$ cat config.mk
export PLATFORM = sky130hd
export DESIGN_NAME = hostport_master_flat
export DESIGN_NICKNAME = d
export VERILOG_FILES = /design/src/hostport_pkg.sv /design/src/hostport_if.sv /design/src/hostport_master.sv /design/src/flat_wrapper.sv
export SDC_FILE = /design/constraint.sdc
export NUM_CORES = 1
export LEC_CHECK = 0
export ABC_AREA = 1
export BUFFER_PORTS_ARGS = -buffer_cell sky130_fd_sc_hd__buf_4
export CAP_MARGIN = 15
export CORE_UTILIZATION = 25
export CTS_BUF_LIST = sky130_fd_sc_hd__clkbuf_16
export DETAILED_ROUTE_END_ITERATION = 10
export SYNTH_ARGS = -nofsm -noshare
export SYNTH_HDL_FRONTEND = slang
export SYNTH_SLANG_ARGS = --single-unit
export TNS_END_PERCENT = 1
$ cat constraint.sdc
create_clock -name clk_i -period 1.57 [get_ports clk_i]
set_input_delay 0.314 -clock clk_i [delete_from_list [all_inputs] [get_ports clk_i]]
set_output_delay 0.314 -clock clk_i [all_outputs]
set_load 0.02 [all_outputs]
$ cat src/hostport_pkg.sv
// shared constants for the host register port and interrupt merge
// assumes a single host clock at 10 MHz and a synchronous active-high reset
package hostport_pkg;
    localparam int ADDR_W      = 14;
    localparam int DATA_W      = 32;
    localparam int IRQ_W       = 5;
    localparam int LINK_IRQ_W  = 3;
    // interrupt vector positions
    localparam int IRQ_LINK    = 4;
    localparam int IRQ_ETH_RX  = 3;
    localparam int IRQ_ETH_TX  = 2;
    localparam int IRQ_HDLC_RX = 1;
    localparam int IRQ_HDLC_TX = 0;
    // device word offsets
    localparam logic [ADDR_W-1:0] OFF_LINK_INTR  = 14'h0000;
    localparam logic [ADDR_W-1:0] OFF_IRQ_VECTOR = 14'h0001;
    localparam logic [ADDR_W-1:0] OFF_SCRATCH    = 14'h0002;
    // controller register offsets (software side)
    localparam logic [3:0] CR_ADDR    = 4'h0;
    localparam logic [3:0] CR_WDATA   = 4'h1;
    localparam logic [3:0] CR_CMD     = 4'h2;
    localparam logic [3:0] CR_STATUS  = 4'h3;
    localparam logic [3:0] CR_RDATA   = 4'h4;
    localparam logic [3:0] CR_IRQ_ST  = 4'h5;
    localparam logic [3:0] CR_IRQ_MSK = 4'h6;
    localparam logic [3:0] CR_VECTOR  = 4'h7;
    // command bits
    localparam int CMD_WRITE = 0;
    localparam int CMD_READ  = 1;
    // controller status-event bits
    localparam int EV_DONE = 0;
    localparam int EV_IRQ  = 1;
    localparam int EV_W    = 2;
    // device access latency in host cycles, wait-request held one cycle longer from the request
    localparam int ACCESS_CYCLES = 2;
    localparam logic [DATA_W-1:0] ZERO_WORD = 32'h0000_0000;
endpackage

$ cat src/hostport_if.sv
// host port wires between the bus master and the device
// assumes both ends share clk and reset
`timescale 1ns/1ps
interface hostport_if;
    import hostport_pkg::*;
    logic [ADDR_W-1:0] address;
    logic              write;
    logic              read;
    logic [DATA_W-1:0] writedata;
    logic [DATA_W-1:0] readdata;
    logic              waitrequest;
    logic              irq;
    logic [IRQ_W-1:0]  irq_vector;
    modport device (input address, write, read, writedata,
                    output readdata, waitrequest, irq, irq_vector);
    modport master (output address, write, read, writedata,
                    input readdata, waitrequest, irq, irq_vector);
endinterface

$ cat src/hostport_master.sv
// master end: software orders accesses through its own registers
// assumes software strobes are one cycle and on this clock
//
// Strobed register access and the placing of the registers were chosen for this implementation.
`timescale 1ns/1ps
module hostport_master
    import hostport_pkg::*;
(
    // clock and reset
    input  wire logic              clk_i,
    input  wire logic              reset_i,
    // software port
    input  wire logic [3:0]        sw_addr_i,
    input  wire logic [DATA_W-1:0] sw_wdata_i,
    input  wire logic              sw_wr_i,
    input  wire logic              sw_rd_i,
    output logic      [DATA_W-1:0] sw_rdata_o,
    output logic                   sw_irq_o,
    // device side
    hostport_if.master             port
);
    typedef enum logic [1:0] {IDLE, WAIT_LOW, HOLD} mst_state_t;

    mst_state_t        state_ff, nxt_state;
    logic [ADDR_W-1:0] addr_ff, nxt_addr;
    logic [DATA_W-1:0] wdata_ff, nxt_wdata;
    logic              wr_ff, nxt_wr, rd_ff, nxt_rd;
    logic [DATA_W-1:0] rdata_ff, nxt_rdata;
    logic [EV_W-1:0]   ev_ff, nxt_ev, msk_ff, nxt_msk;
    logic [DATA_W-1:0] swr_ff, nxt_swr;
    logic              irq_ff, nxt_irq, dirq_ff;
    logic [EV_W-1:0]   ev_set;

    always_comb begin
        nxt_state = state_ff;
        nxt_addr  = addr_ff;
        nxt_wdata = wdata_ff;
        nxt_wr    = wr_ff;
        nxt_rd    = rd_ff;
        nxt_rdata = rdata_ff;
        nxt_msk   = msk_ff;
        ev_set    = '0;
        ev_set[EV_IRQ] = port.irq & ~dirq_ff;
        unique case (state_ff)
            IDLE: begin
                if (sw_wr_i && sw_addr_i == CR_CMD &&
                    (sw_wdata_i[CMD_WRITE] ^ sw_wdata_i[CMD_READ])) begin
                    nxt_wr    = sw_wdata_i[CMD_WRITE];
                    nxt_rd    = sw_wdata_i[CMD_READ];
                    nxt_state = WAIT_LOW;
                end
            end
            WAIT_LOW: begin
                // hold request until wait-request releases
                if (!port.waitrequest) begin
                    nxt_rdata = port.readdata;
                    nxt_wr    = 1'b0;
                    nxt_rd    = 1'b0;
                    ev_set[EV_DONE] = 1'b1;
                    nxt_state = HOLD;
                end
            end
            HOLD: nxt_state = IDLE;
            default: nxt_state = IDLE;
        endcase
        if (sw_wr_i && state_ff == IDLE) begin
            if (sw_addr_i == CR_ADDR) nxt_addr = sw_wdata_i[ADDR_W+1:2];
            if (sw_addr_i == CR_WDATA) nxt_wdata = sw_wdata_i;
        end
        if (sw_wr_i && sw_addr_i == CR_IRQ_MSK) nxt_msk = sw_wdata_i[EV_W-1:0];
        nxt_ev = ev_ff;
        if (sw_wr_i && sw_addr_i == CR_IRQ_ST) nxt_ev = ev_ff & ~sw_wdata_i[EV_W-1:0];
        nxt_ev = nxt_ev | ev_set;
        unique case (sw_addr_i)
            CR_ADDR:    nxt_swr = {16'h0000, addr_ff, 2'b00};
            CR_WDATA:   nxt_swr = wdata_ff;
            CR_CMD:     nxt_swr = {30'h0, rd_ff, wr_ff};
            CR_STATUS:  nxt_swr = {31'h0, state_ff != IDLE};
            CR_RDATA:   nxt_swr = rdata_ff;
            CR_IRQ_ST:  nxt_swr = {30'h0, ev_ff};
            CR_IRQ_MSK: nxt_swr = {30'h0, msk_ff};
            CR_VECTOR:  nxt_swr = {27'h0, port.irq_vector};
            default:    nxt_swr = ZERO_WORD;
        endcase
        if (!sw_rd_i) nxt_swr = ZERO_WORD;
        nxt_irq = |(nxt_ev & nxt_msk);
    end

    always_ff @(posedge clk_i) begin
        if (reset_i) begin
            state_ff <= IDLE;
            addr_ff  <= '0;
            wdata_ff <= ZERO_WORD;
            wr_ff    <= 1'b0;
            rd_ff    <= 1'b0;
            rdata_ff <= ZERO_WORD;
            ev_ff    <= '0;
            msk_ff   <= '0;
            swr_ff   <= ZERO_WORD;
            irq_ff   <= 1'b0;
            dirq_ff  <= 1'b0;
        end else begin
            state_ff <= nxt_state;
            addr_ff  <= nxt_addr;
            wdata_ff <= nxt_wdata;
            wr_ff    <= nxt_wr;
            rd_ff    <= nxt_rd;
            rdata_ff <= nxt_rdata;
            ev_ff    <= nxt_ev;
            msk_ff   <= nxt_msk;
            swr_ff   <= nxt_swr;
            irq_ff   <= nxt_irq;
            dirq_ff  <= port.irq;
        end
    end

    assign port.address   = addr_ff;
    assign port.writedata = wdata_ff;
    assign port.write     = wr_ff;
    assign port.read      = rd_ff;
    assign sw_rdata_o     = swr_ff;
    assign sw_irq_o       = irq_ff;
endmodule // hostport_master

$ cat src/flat_wrapper.sv
// flat-port wrapper written by rule: the top's interface ports become plain ports
module hostport_master_flat import hostport_pkg::*;
  (clk_i, reset_i, sw_addr_i, sw_wdata_i, sw_wr_i, sw_rd_i, sw_rdata_o, sw_irq_o, port_address, port_write, port_read, port_writedata, port_readdata, port_waitrequest, port_irq, port_irq_vector);
  hostport_if port_i ();
  input  wire logic clk_i;
  input  wire logic reset_i;
  input  wire logic [3:0] sw_addr_i;
  input  wire logic [DATA_W-1:0] sw_wdata_i;
  input  wire logic sw_wr_i;
  input  wire logic sw_rd_i;
  output logic      [DATA_W-1:0] sw_rdata_o;
  output logic sw_irq_o;
  output wire logic [$bits(port_i.address)-1:0] port_address;
  output wire logic [$bits(port_i.write)-1:0] port_write;
  output wire logic [$bits(port_i.read)-1:0] port_read;
  output wire logic [$bits(port_i.writedata)-1:0] port_writedata;
  input wire logic [$bits(port_i.readdata)-1:0] port_readdata;
  input wire logic [$bits(port_i.waitrequest)-1:0] port_waitrequest;
  input wire logic [$bits(port_i.irq)-1:0] port_irq;
  input wire logic [$bits(port_i.irq_vector)-1:0] port_irq_vector;
  assign port_address = port_i.address;
  assign port_write = port_i.write;
  assign port_read = port_i.read;
  assign port_writedata = port_i.writedata;
  assign port_i.readdata = port_readdata;
  assign port_i.waitrequest = port_waitrequest;
  assign port_i.irq = port_irq;
  assign port_i.irq_vector = port_irq_vector;
  hostport_master u_core (.clk_i(clk_i), .reset_i(reset_i), .sw_addr_i(sw_addr_i), .sw_wdata_i(sw_wdata_i), .sw_wr_i(sw_wr_i), .sw_rd_i(sw_rd_i), .sw_rdata_o(sw_rdata_o), .sw_irq_o(sw_irq_o), .port(port_i));
endmodule
==> impl_metrics.prom, run 1 <==
# TYPE chip_impl_metric gauge
chip_impl_metric{name="drtAntennaViolNets",unit=""} 0
chip_impl_metric{name="finClkSkew",unit="ns"} 0.005687
chip_impl_metric{name="clockBufferDepth",unit=""} 2
chip_impl_metric{name="numCtsBuffers",unit=""} 17
chip_impl_metric{name="reg2regPathDepth",unit=""} 8
chip_impl_metric{name="worst-slew-pin-transition",unit="ns"} 0.6300
chip_impl_metric{name="setup-violations-final",unit=""} 0
chip_impl_info{name="slowest_library_cell_on_the_worst_path",value="sky130_fd_sc_hd__buf_4"} 1
chip_impl_metric{name="clk_pin_slew_worst_paths",unit="ns"} 0.05
chip_impl_metric{name="die_height",unit="um"} 137.1
chip_impl_metric{name="grtUsageTotal",unit="%"} 15.93
chip_impl_metric{name="drt_pass1_iterations",unit=""} 4
chip_impl_metric{name="finalCriticalPeriod",unit="ns"} 1.397
chip_impl_metric{name="synth.distinct_cells",unit=""} 22
chip_impl_metric{name="maxSlewViolCount",unit=""} 0
chip_impl_info{name="worst_r2r_endpoint",value="u_core.sw_irq_o"} 1
chip_impl_metric{name="synthesis.instances",unit=""} 626
chip_impl_metric{name="antenna-diode-count",unit=""} 0
chip_impl_metric{name="synthesized_area_fraction_occupied_by_adder_cells",unit="%"} 0
chip_impl_metric{name="irDropWorstVdd",unit="mV"} 0.7131
chip_impl_info{name="type_of_the_setup_path_with_the_least_slack",value="reg -> reg"} 1
chip_impl_info{name="crit_start",value="u_core.state_ff[1]"} 1
chip_impl_metric{name="grt_antenna_before_repair",unit=""} 0
chip_impl_metric{name="initial_cell_density_of_the_core",unit="%"} 25.48
chip_impl_info{name="cts-root-buf",value="sky130_fd_sc_hd__clkbuf_16"} 1
chip_impl_metric{name="grt_overflow",unit=""} 0
chip_impl_metric{name="die-width",unit="um"} 137.1
chip_impl_metric{name="grt_max_degree",unit=""} 38
chip_impl_info{name="critical-path-top-delay-family",value="simple AND/OR/NAND/NOR gates"} 1
chip_impl_metric{name="starting_drt_drc_count",unit=""} 182
chip_impl_metric{name="synth-xor-area-share",unit="%"} 0
chip_impl_metric{name="avgSynthCellArea",unit="sq um"} 7.287
chip_impl_info{name="hold_path_class",value="in -> reg"} 1
chip_impl_metric{name="cp.buffers_inverters",unit=""} 2
chip_impl_metric{name="arrival",unit="ns"} 1.74
chip_impl_info{name="end_kind",value="register"} 1
chip_impl_metric{name="synth_seq_area_share",unit="%"} 52.66
chip_impl_metric{name="dpl.hpwl",unit="mm"} 9.969
chip_impl_metric{name="die_footprint",unit="sq mm"} 0.01879
chip_impl_metric{name="synth.yosys.warnings",unit=""} 0
chip_impl_metric{name="powerDensity",unit="mW/mm^2"} 1085
chip_impl_info{name="synth_top_cell_by_area",value="sky130_fd_sc_hd__dfxtp_1"} 1
chip_impl_metric{name="layout.cell_area.non_filler",unit="sq mm"} 0.006636
chip_impl_info{name="cells_traversed_along_the_worst_timing_path",value="inv_1 -> nand2_1 -> nor2_2 -> buf_4 -> nand2_1 -> nand2_1 -> nand2_1 -> nand2_1"} 1
chip_impl_metric{name="routed_wl",unit="mm"} 14.59
chip_impl_metric{name="vias",unit=""} 4446
chip_impl_info{name="synth_area_leaders",value="sky130_fd_sc_hd__dfxtp_1, sky130_fd_sc_hd__nor2_1, sky130_fd_sc_hd__nand2_1"} 1
chip_impl_metric{name="area.growth.synth_to_final",unit="%"} 45.47
chip_impl_metric{name="drive_above_1_share",unit="%"} 27.47
chip_impl_metric{name="syn-num-nets",unit=""} 705
chip_impl_info{name="run_status",value="finished, final reports clean"} 1
chip_impl_info{name="rsz0062_at_grt",value="no"} 1
chip_impl_metric{name="vias_per_cell",unit=""} 4.317
chip_impl_metric{name="report.final.hold_viol_count",unit=""} 0
chip_impl_info{name="startpoint_type",value="register"} 1
chip_impl_metric{name="floorplan.rows",unit=""} 49
chip_impl_metric{name="post_syn_area",unit="sq mm"} 0.004562
chip_impl_info{name="cpMostUsedCell",value="sky130_fd_sc_hd__nand2_1"} 1
chip_impl_info{name="hp-start",value="port_readdata[17]"} 1
chip_impl_info{name="synth_top_family_by_area",value="simple AND/OR/NAND/NOR gates"} 1
chip_impl_metric{name="placed_cell_area",unit="sq mm"} 0.006090
chip_impl_metric{name="top_level_ports",unit=""} 160
chip_impl_metric{name="htree_levels",unit=""} 4
chip_impl_metric{name="timing.critical_path.slowest_cell_delay",unit="ns"} 0.36
chip_impl_metric{name="postCtsHoldBufs",unit=""} 0
chip_impl_metric{name="finish.net_count",unit=""} 867
chip_impl_info{name="tritoncts",value="yes"} 1
chip_impl_metric{name="drc",unit=""} 0
chip_impl_metric{name="timing.fmax",unit="MHz"} 716.0
chip_impl_metric{name="gp_congestion",unit=""} 0.8253
chip_impl_metric{name="io_buffers",unit=""} 159
chip_impl_metric{name="cts_num_sinks",unit=""} 120
chip_impl_metric{name="hold-path-cell-count",unit=""} 3
chip_impl_metric{name="max-cap-violations",unit=""} 0
chip_impl_info{name="r2r_start",value="u_core.state_ff[1]"} 1
chip_impl_metric{name="synth_seq_cells",unit=""} 120
chip_impl_metric{name="finalCritPeriodShare",unit="%"} 88.95
chip_impl_metric{name="r2r_slack",unit="ns"} 0.17
chip_impl_metric{name="first_global_vias",unit=""} 4182
chip_impl_metric{name="grt_pass1_wl",unit="mm"} 22.14
chip_impl_metric{name="synth.mux.area_fraction",unit="%"} 0
chip_impl_info{name="worst_hold_endpoint",value="u_core.rdata_ff[17]"} 1
chip_impl_metric{name="relSlewSlack",unit="%"} 57.94
chip_impl_metric{name="detail_route.wl_per_cell",unit="um"} 14.17
chip_impl_metric{name="power.leakage",unit="nW"} 3.196
chip_impl_metric{name="synth-simple-area-share",unit="%"} 28.66
chip_impl_metric{name="required",unit="ns"} 1.92
chip_impl_metric{name="yosysTopAreaCellShare",unit="%"} 52.66
chip_impl_metric{name="setup-tns-final",unit="ns"} 0
chip_impl_metric{name="worstPathMaxFanout",unit=""} 30
chip_impl_metric{name="synth-compound-area-share",unit="%"} 11.99
chip_impl_metric{name="floorplan.core_area",unit="sq mm"} 0.01790
chip_impl_metric{name="clkLatencyLatePin",unit="ns"} 0.41
[registers in the layout (all words and copies together), names as in the netlist]
name,cells
u_core.dirq_ff,1
u_core.port.write,1
u_core.port.writedata,32
u_core.port.address,14
u_core.rdata_ff,32
u_core.sw_rdata_o,32
u_core.msk_ff,2
u_core.state_ff,2
u_core.port.read,1
u_core.ev_ff,2
u_core.sw_irq_o,1
[worst register-to-register path: cells and delay by family (launching register included)]
kind	cells	cell delay [ns]
buffers and inverters	2	0.45
DFF	1	0.29
and+or+nand+nor	6	0.61
[worst max-delay path by stage]
stage,cells after the start,end,slack (ns)
detailed placement,7,u_core.port.writedata[26],0.03
finish,8,u_core.sw_irq_o,0.17
global placement,7,u_core.port.writedata[25],0.06
floorplan,7,u_core.port.address[10],0.39
global route,6,u_core.port.writedata[19],0.0003
CTS,6,u_core.port.writedata[19],0.13
[power breakdown]
group | switching, mW | internal [mW] | total [mW]
registers | 0.0272 | 3.09 | 3.11
logic | 0.245 | 0.226 | 0.472
clock network | 1.34 | 2.28 | 3.61
total | 1.61 | 5.59 | 7.20
[what timing repair did]
| action | in CTS | in global routing |
|---|---|---|
| gates resized for setup | 0 | 2 |
| endpoints found under the setup margin | 0 | 1 |
| buffers inserted | 0 | 0 |
[logic make-up (layout without fill, tap and decap cells)]
group | count (synthesis) | in the layout
flip-flops | 120 | 120
AO/OA/AOI/OAI | 109 | 109
buffers and inverters | 70 | 245
AND/OR/NAND/NOR | 327 | 327
[per-stage QoR]
| step | instances | total power [mW] | hold slack, ns | setup slack (ns) | util [%] |
|---|---|---|---|---|---|
| after detailed placement | 998 | 3.654 | 0.4409 | 0.03271 | 34.02 |
| after global placement | 998 | 3.651 | 0.4359 | 0.05669 | 34.02 |
| after floorplan | 626 | 3.348 | 0.3831 | 0.3928 | - |
| after global routing | 1030 | 7.485 | 0.1104 | 0.0003151 | 37.07 |
| final | 1030 | 7.199 | 0.1291 | 0.1734 | 37.07 |
| after CTS | 1030 | 7.296 | 0.1086 | 0.1323 | 37.06 |
[Yosys cell counts]
cell / instances
sky130_fd_sc_hd__a21oi_1: 26
sky130_fd_sc_hd__a31oi_1: 1
sky130_fd_sc_hd__and2_1: 1
sky130_fd_sc_hd__buf_2: 9
sky130_fd_sc_hd__buf_4: 8
sky130_fd_sc_hd__clkbuf_1: 14
sky130_fd_sc_hd__clkbuf_2: 1
sky130_fd_sc_hd__clkinv_1: 1
sky130_fd_sc_hd__dfxtp_1: 120
sky130_fd_sc_hd__inv_1: 30
sky130_fd_sc_hd__inv_2: 7
sky130_fd_sc_hd__nand2_1: 121
sky130_fd_sc_hd__nand2_2: 1
sky130_fd_sc_hd__nand3_1: 25
sky130_fd_sc_hd__nand3_2: 1
sky130_fd_sc_hd__nand4_1: 4
sky130_fd_sc_hd__nor2_1: 167
sky130_fd_sc_hd__nor2_2: 4
sky130_fd_sc_hd__nor2_4: 2
sky130_fd_sc_hd__o21ai_0: 53
sky130_fd_sc_hd__o21ai_1: 29
sky130_fd_sc_hd__or2_2: 1
[placed cells by master (no fill, tap or decap), drive strengths merged]
| cell | n |
|---|---|
| clkinv | 11 |
| buf | 175 |
| inv | 40 |
| nand4 | 4 |
| and2 | 1 |
| nand2 | 122 |
| nand3 | 26 |
| or2 | 1 |
| a21oi | 26 |
| bufinv | 2 |
| clkbuf | 17 |
| o21ai | 82 |
| a31oi | 1 |
| nor2 | 173 |
| dfxtp | 120 |
[layer usage]
| layer | routed length (um) | part of all wire (%) | track usage, % |
|---|---|---|---|
| met1 | 6684 | 46 | 19.57 |
| met2 | 7036 | 48 | 26.49 |
| met3 | 676 | 4.6 | 4.296 |
| met4 | 196 | 1.3 | 5.861 |
| met5 | 0 | 0 | 0 |
[cell type report]
cell class / count / area (sq um)
well taps: 229 / 286.5
flip-flops and latches: 120 / 2402
inverters: 38 / 145.1
multi-input cells: 436 / 1857
clock buffers: 17 / 425.4
fillers: 1911 / 11270
clock inverters: 15 / 118.9
repair buffers: 175 / 1401
(Power assumes the default switching activity.)
==> run 2: changes to the inputs <==
--- a/config.mk
+++ b/config.mk
@@ -8,9 +8,12 @@
 export ABC_AREA = 1
 export BUFFER_PORTS_ARGS = -buffer_cell sky130_fd_sc_hd__buf_4
 export CAP_MARGIN = 15
+export CELL_PAD_IN_SITES_DETAIL_PLACEMENT = 1
+export CELL_PAD_IN_SITES_GLOBAL_PLACEMENT = 2
 export CORE_UTILIZATION = 25
 export CTS_BUF_LIST = sky130_fd_sc_hd__clkbuf_16
 export DETAILED_ROUTE_END_ITERATION = 10
+export PLACE_DENSITY_LB_ADDON = 0.1
 export SYNTH_ARGS = -nofsm -noshare
 export SYNTH_HDL_FRONTEND = slang
 export SYNTH_SLANG_ARGS = --single-unit
==> run 2 against run 1 <==
  * Setup slack worse by 0.055 ns
  * Critical path depth down 2
  * Routed wire length up 11%
  * Clock power up 12%
  * Sequential power about the same
  * Clock-buffer cell count unchanged
  * Critical endpoint is now u_core.port.read
  * Largest power group unchanged
==> impl_metrics.prom, run 2 (same netlist as run 1, synthesis figures left out) <==
# TYPE chip_impl_metric gauge
chip_impl_metric{name="grt_max_degree",unit=""} 38
chip_impl_metric{name="post-route-worst-setup-slack",unit="ns"} 0.1181
chip_impl_metric{name="finish.net_count",unit=""} 867
chip_impl_metric{name="worst_slack_after_detailed_placement",unit="ns"} -0.004708
chip_impl_metric{name="drive_above_1_share",unit="%"} 27.84
chip_impl_info{name="run_status",value="finished, final reports clean"} 1
chip_impl_metric{name="antenna-diode-count",unit=""} 0
chip_impl_metric{name="reg2regPathDepth",unit=""} 6
chip_impl_metric{name="routed_wl",unit="mm"} 16.15
chip_impl_metric{name="clkLatencyLatePin",unit="ns"} 0.41
chip_impl_metric{name="starting_drt_drc_count",unit=""} 148
chip_impl_metric{name="grt_overflow",unit=""} 0
chip_impl_metric{name="finalCritPeriodShare",unit="%"} 92.48
chip_impl_info{name="startpoint_type",value="register"} 1
chip_impl_info{name="final_cell_mix",value="sky130_fd_sc_hd__buf_4, sky130_fd_sc_hd__nor2_1, sky130_fd_sc_hd__nand2_1, sky130_fd_sc_hd__dfxtp_1, sky130_fd_sc_hd__o21ai_0"} 1
chip_impl_metric{name="grt_antenna_before_repair",unit=""} 0
chip_impl_metric{name="drtAntennaViolNets",unit=""} 0
chip_impl_info{name="tritoncts",value="yes"} 1
chip_impl_metric{name="die_footprint",unit="sq mm"} 0.01879
chip_impl_info{name="type_of_the_setup_path_with_the_least_slack",value="reg -> reg"} 1
chip_impl_info{name="crit_start",value="u_core.state_ff[1]"} 1
chip_impl_metric{name="clk_pin_slew_worst_paths",unit="ns"} 0.06
chip_impl_metric{name="gp_congestion",unit=""} 0.7457
chip_impl_metric{name="vias",unit=""} 4598
chip_impl_info{name="worst_r2r_endpoint",value="u_core.port.read"} 1
chip_impl_metric{name="initial_cell_density_of_the_core",unit="%"} 25.48
chip_impl_metric{name="maxSlewViolCount",unit=""} 0
chip_impl_metric{name="power.leakage",unit="nW"} 3.196
chip_impl_metric{name="max-cap-violations",unit=""} 0
chip_impl_metric{name="vias_per_cell",unit=""} 4.464
chip_impl_metric{name="register_area",unit="sq mm"} 0.002402
chip_impl_info{name="hold_path_class",value="in -> reg"} 1
chip_impl_metric{name="top_level_ports",unit=""} 160
chip_impl_metric{name="num-fill-cells",unit=""} 2187
chip_impl_metric{name="worst-slew-pin-transition",unit="ns"} 0.7268
chip_impl_metric{name="cts_num_sinks",unit=""} 120
chip_impl_info{name="cts-root-buf",value="sky130_fd_sc_hd__clkbuf_16"} 1
chip_impl_metric{name="dpl.hpwl",unit="mm"} 11.43
chip_impl_info{name="hp-start",value="sw_wdata_i[22]"} 1
chip_impl_metric{name="htree_levels",unit=""} 4
chip_impl_metric{name="setup-violations-final",unit=""} 0
chip_impl_metric{name="area.growth.synth_to_final",unit="%"} 46.49
chip_impl_metric{name="setup-tns-final",unit="ns"} 0
chip_impl_metric{name="required",unit="ns"} 1.91
chip_impl_info{name="most_common_library_cell_in_the_layout_ignoring_fill_and_taps",value="sky130_fd_sc_hd__buf_4"} 1
chip_impl_metric{name="numCtsBuffers",unit=""} 17
chip_impl_metric{name="io_buffers",unit=""} 159
chip_impl_metric{name="grtUsageTotal",unit="%"} 17.91
chip_impl_metric{name="drc",unit=""} 0
chip_impl_metric{name="arrival",unit="ns"} 1.79
chip_impl_metric{name="clockBufferDepth",unit=""} 2
chip_impl_metric{name="multi_input_comb_area",unit="sq mm"} 0.001862
chip_impl_metric{name="worstPathMaxFanout",unit=""} 37
chip_impl_metric{name="first_global_vias",unit=""} 4762
chip_impl_metric{name="die_height",unit="um"} 137.1
chip_impl_metric{name="powerDensity",unit="mW/mm^2"} 1145
chip_impl_info{name="r2r_start",value="u_core.state_ff[1]"} 1
chip_impl_metric{name="floorplan.rows",unit=""} 49
chip_impl_metric{name="die-width",unit="um"} 137.1
chip_impl_metric{name="postCtsHoldBufs",unit=""} 0
chip_impl_metric{name="timing.fmax",unit="MHz"} 688.8
chip_impl_info{name="end_kind",value="register"} 1
chip_impl_metric{name="relSlewSlack",unit="%"} 51.48
chip_impl_metric{name="finClkSkew",unit="ns"} 0.004744
chip_impl_info{name="critical_path_sink",value="u_core.port.read"} 1
chip_impl_metric{name="detail_route.wl_per_cell",unit="um"} 15.68
chip_impl_metric{name="r2r_slack",unit="ns"} 0.12
chip_impl_metric{name="report.final.hold_viol_count",unit=""} 0
chip_impl_metric{name="grt_pass1_wl",unit="mm"} 25.18
chip_impl_metric{name="finalCriticalPeriod",unit="ns"} 1.452
chip_impl_info{name="rsz0062_at_grt",value="yes"} 1
chip_impl_metric{name="irDropWorstVdd",unit="mV"} 0.7476
chip_impl_metric{name="floorplan.core_area",unit="sq mm"} 0.01790
chip_impl_metric{name="drt_pass1_iterations",unit=""} 4
run 2: area by class of cell:
cell class	instances	share of cell area (%)
clock buffer	17	6.366
timing repair buffer	175	20.60
tap	229	4.288
clock inverter	15	2.771
inverter	38	2.172
multi-input combinational	436	27.86
sequential	120	35.95
run 2: how the worst min path moves through the flow:
stage                     depth (start not counted)  slack, ns                         to
after floorplan                                   1       0.38           u_core.port.read
after global placement                            2       0.44         u_core.rdata_ff[4]
after detailed placement                          2       0.45         u_core.rdata_ff[4]
after CTS                                         3       0.11  u_core.port.writedata[19]
after global routing                              3       0.11  u_core.port.writedata[30]
final                                             3       0.12  u_core.port.writedata[22]
run 2: power breakdown:
| group | internal [mW] | total (mW) | switching, mW |
|---|---|---|---|
| logic | 0.223 | 0.475 | 0.252 |
| clock network | 2.63 | 4.06 | 1.44 |
| registers | 3.08 | 3.11 | 0.0282 |
| total | 5.93 | 7.65 | 1.72 |
run 2: metrics by stage:
stage	hold slack [ns]	instance area, sq um	instances	util [%]	power, mW
after detailed placement	0.4464	6070	998	33.90	3.662
after global placement	0.4371	6070	998	33.90	3.658
after CTS	0.1084	6680	1030	37.31	7.752
final	0.1219	6683	1030	37.33	7.650
after global routing	0.1147	6683	1030	37.33	7.928
after floorplan	0.3831	4562	626	-	3.348
run 2: metal layers:
layer / global-route usage [%] / part of all wire [%]
met1: 22.31 / 46
met3: 3.778 / 4.3
met2: 30.33 / 49
met4: 6.349 / 1.4
met5: 0 / 0
run 2: worst max-delay path, stage by stage, from the launching register on:
cell                      delay [ns]
sky130_fd_sc_hd__dfxtp_1        0.31
sky130_fd_sc_hd__inv_1          0.07
sky130_fd_sc_hd__nand2_1        0.11
sky130_fd_sc_hd__nor2_4         0.04
sky130_fd_sc_hd__inv_2          0.52
sky130_fd_sc_hd__nand3_1        0.15
sky130_fd_sc_hd__a21oi_1        0.17
run 2: repair_timing:
action,4_1_cts,5_1_grt
gates resized for setup,0,2
endpoints found under the setup margin,0,33
buffers inserted,0,0
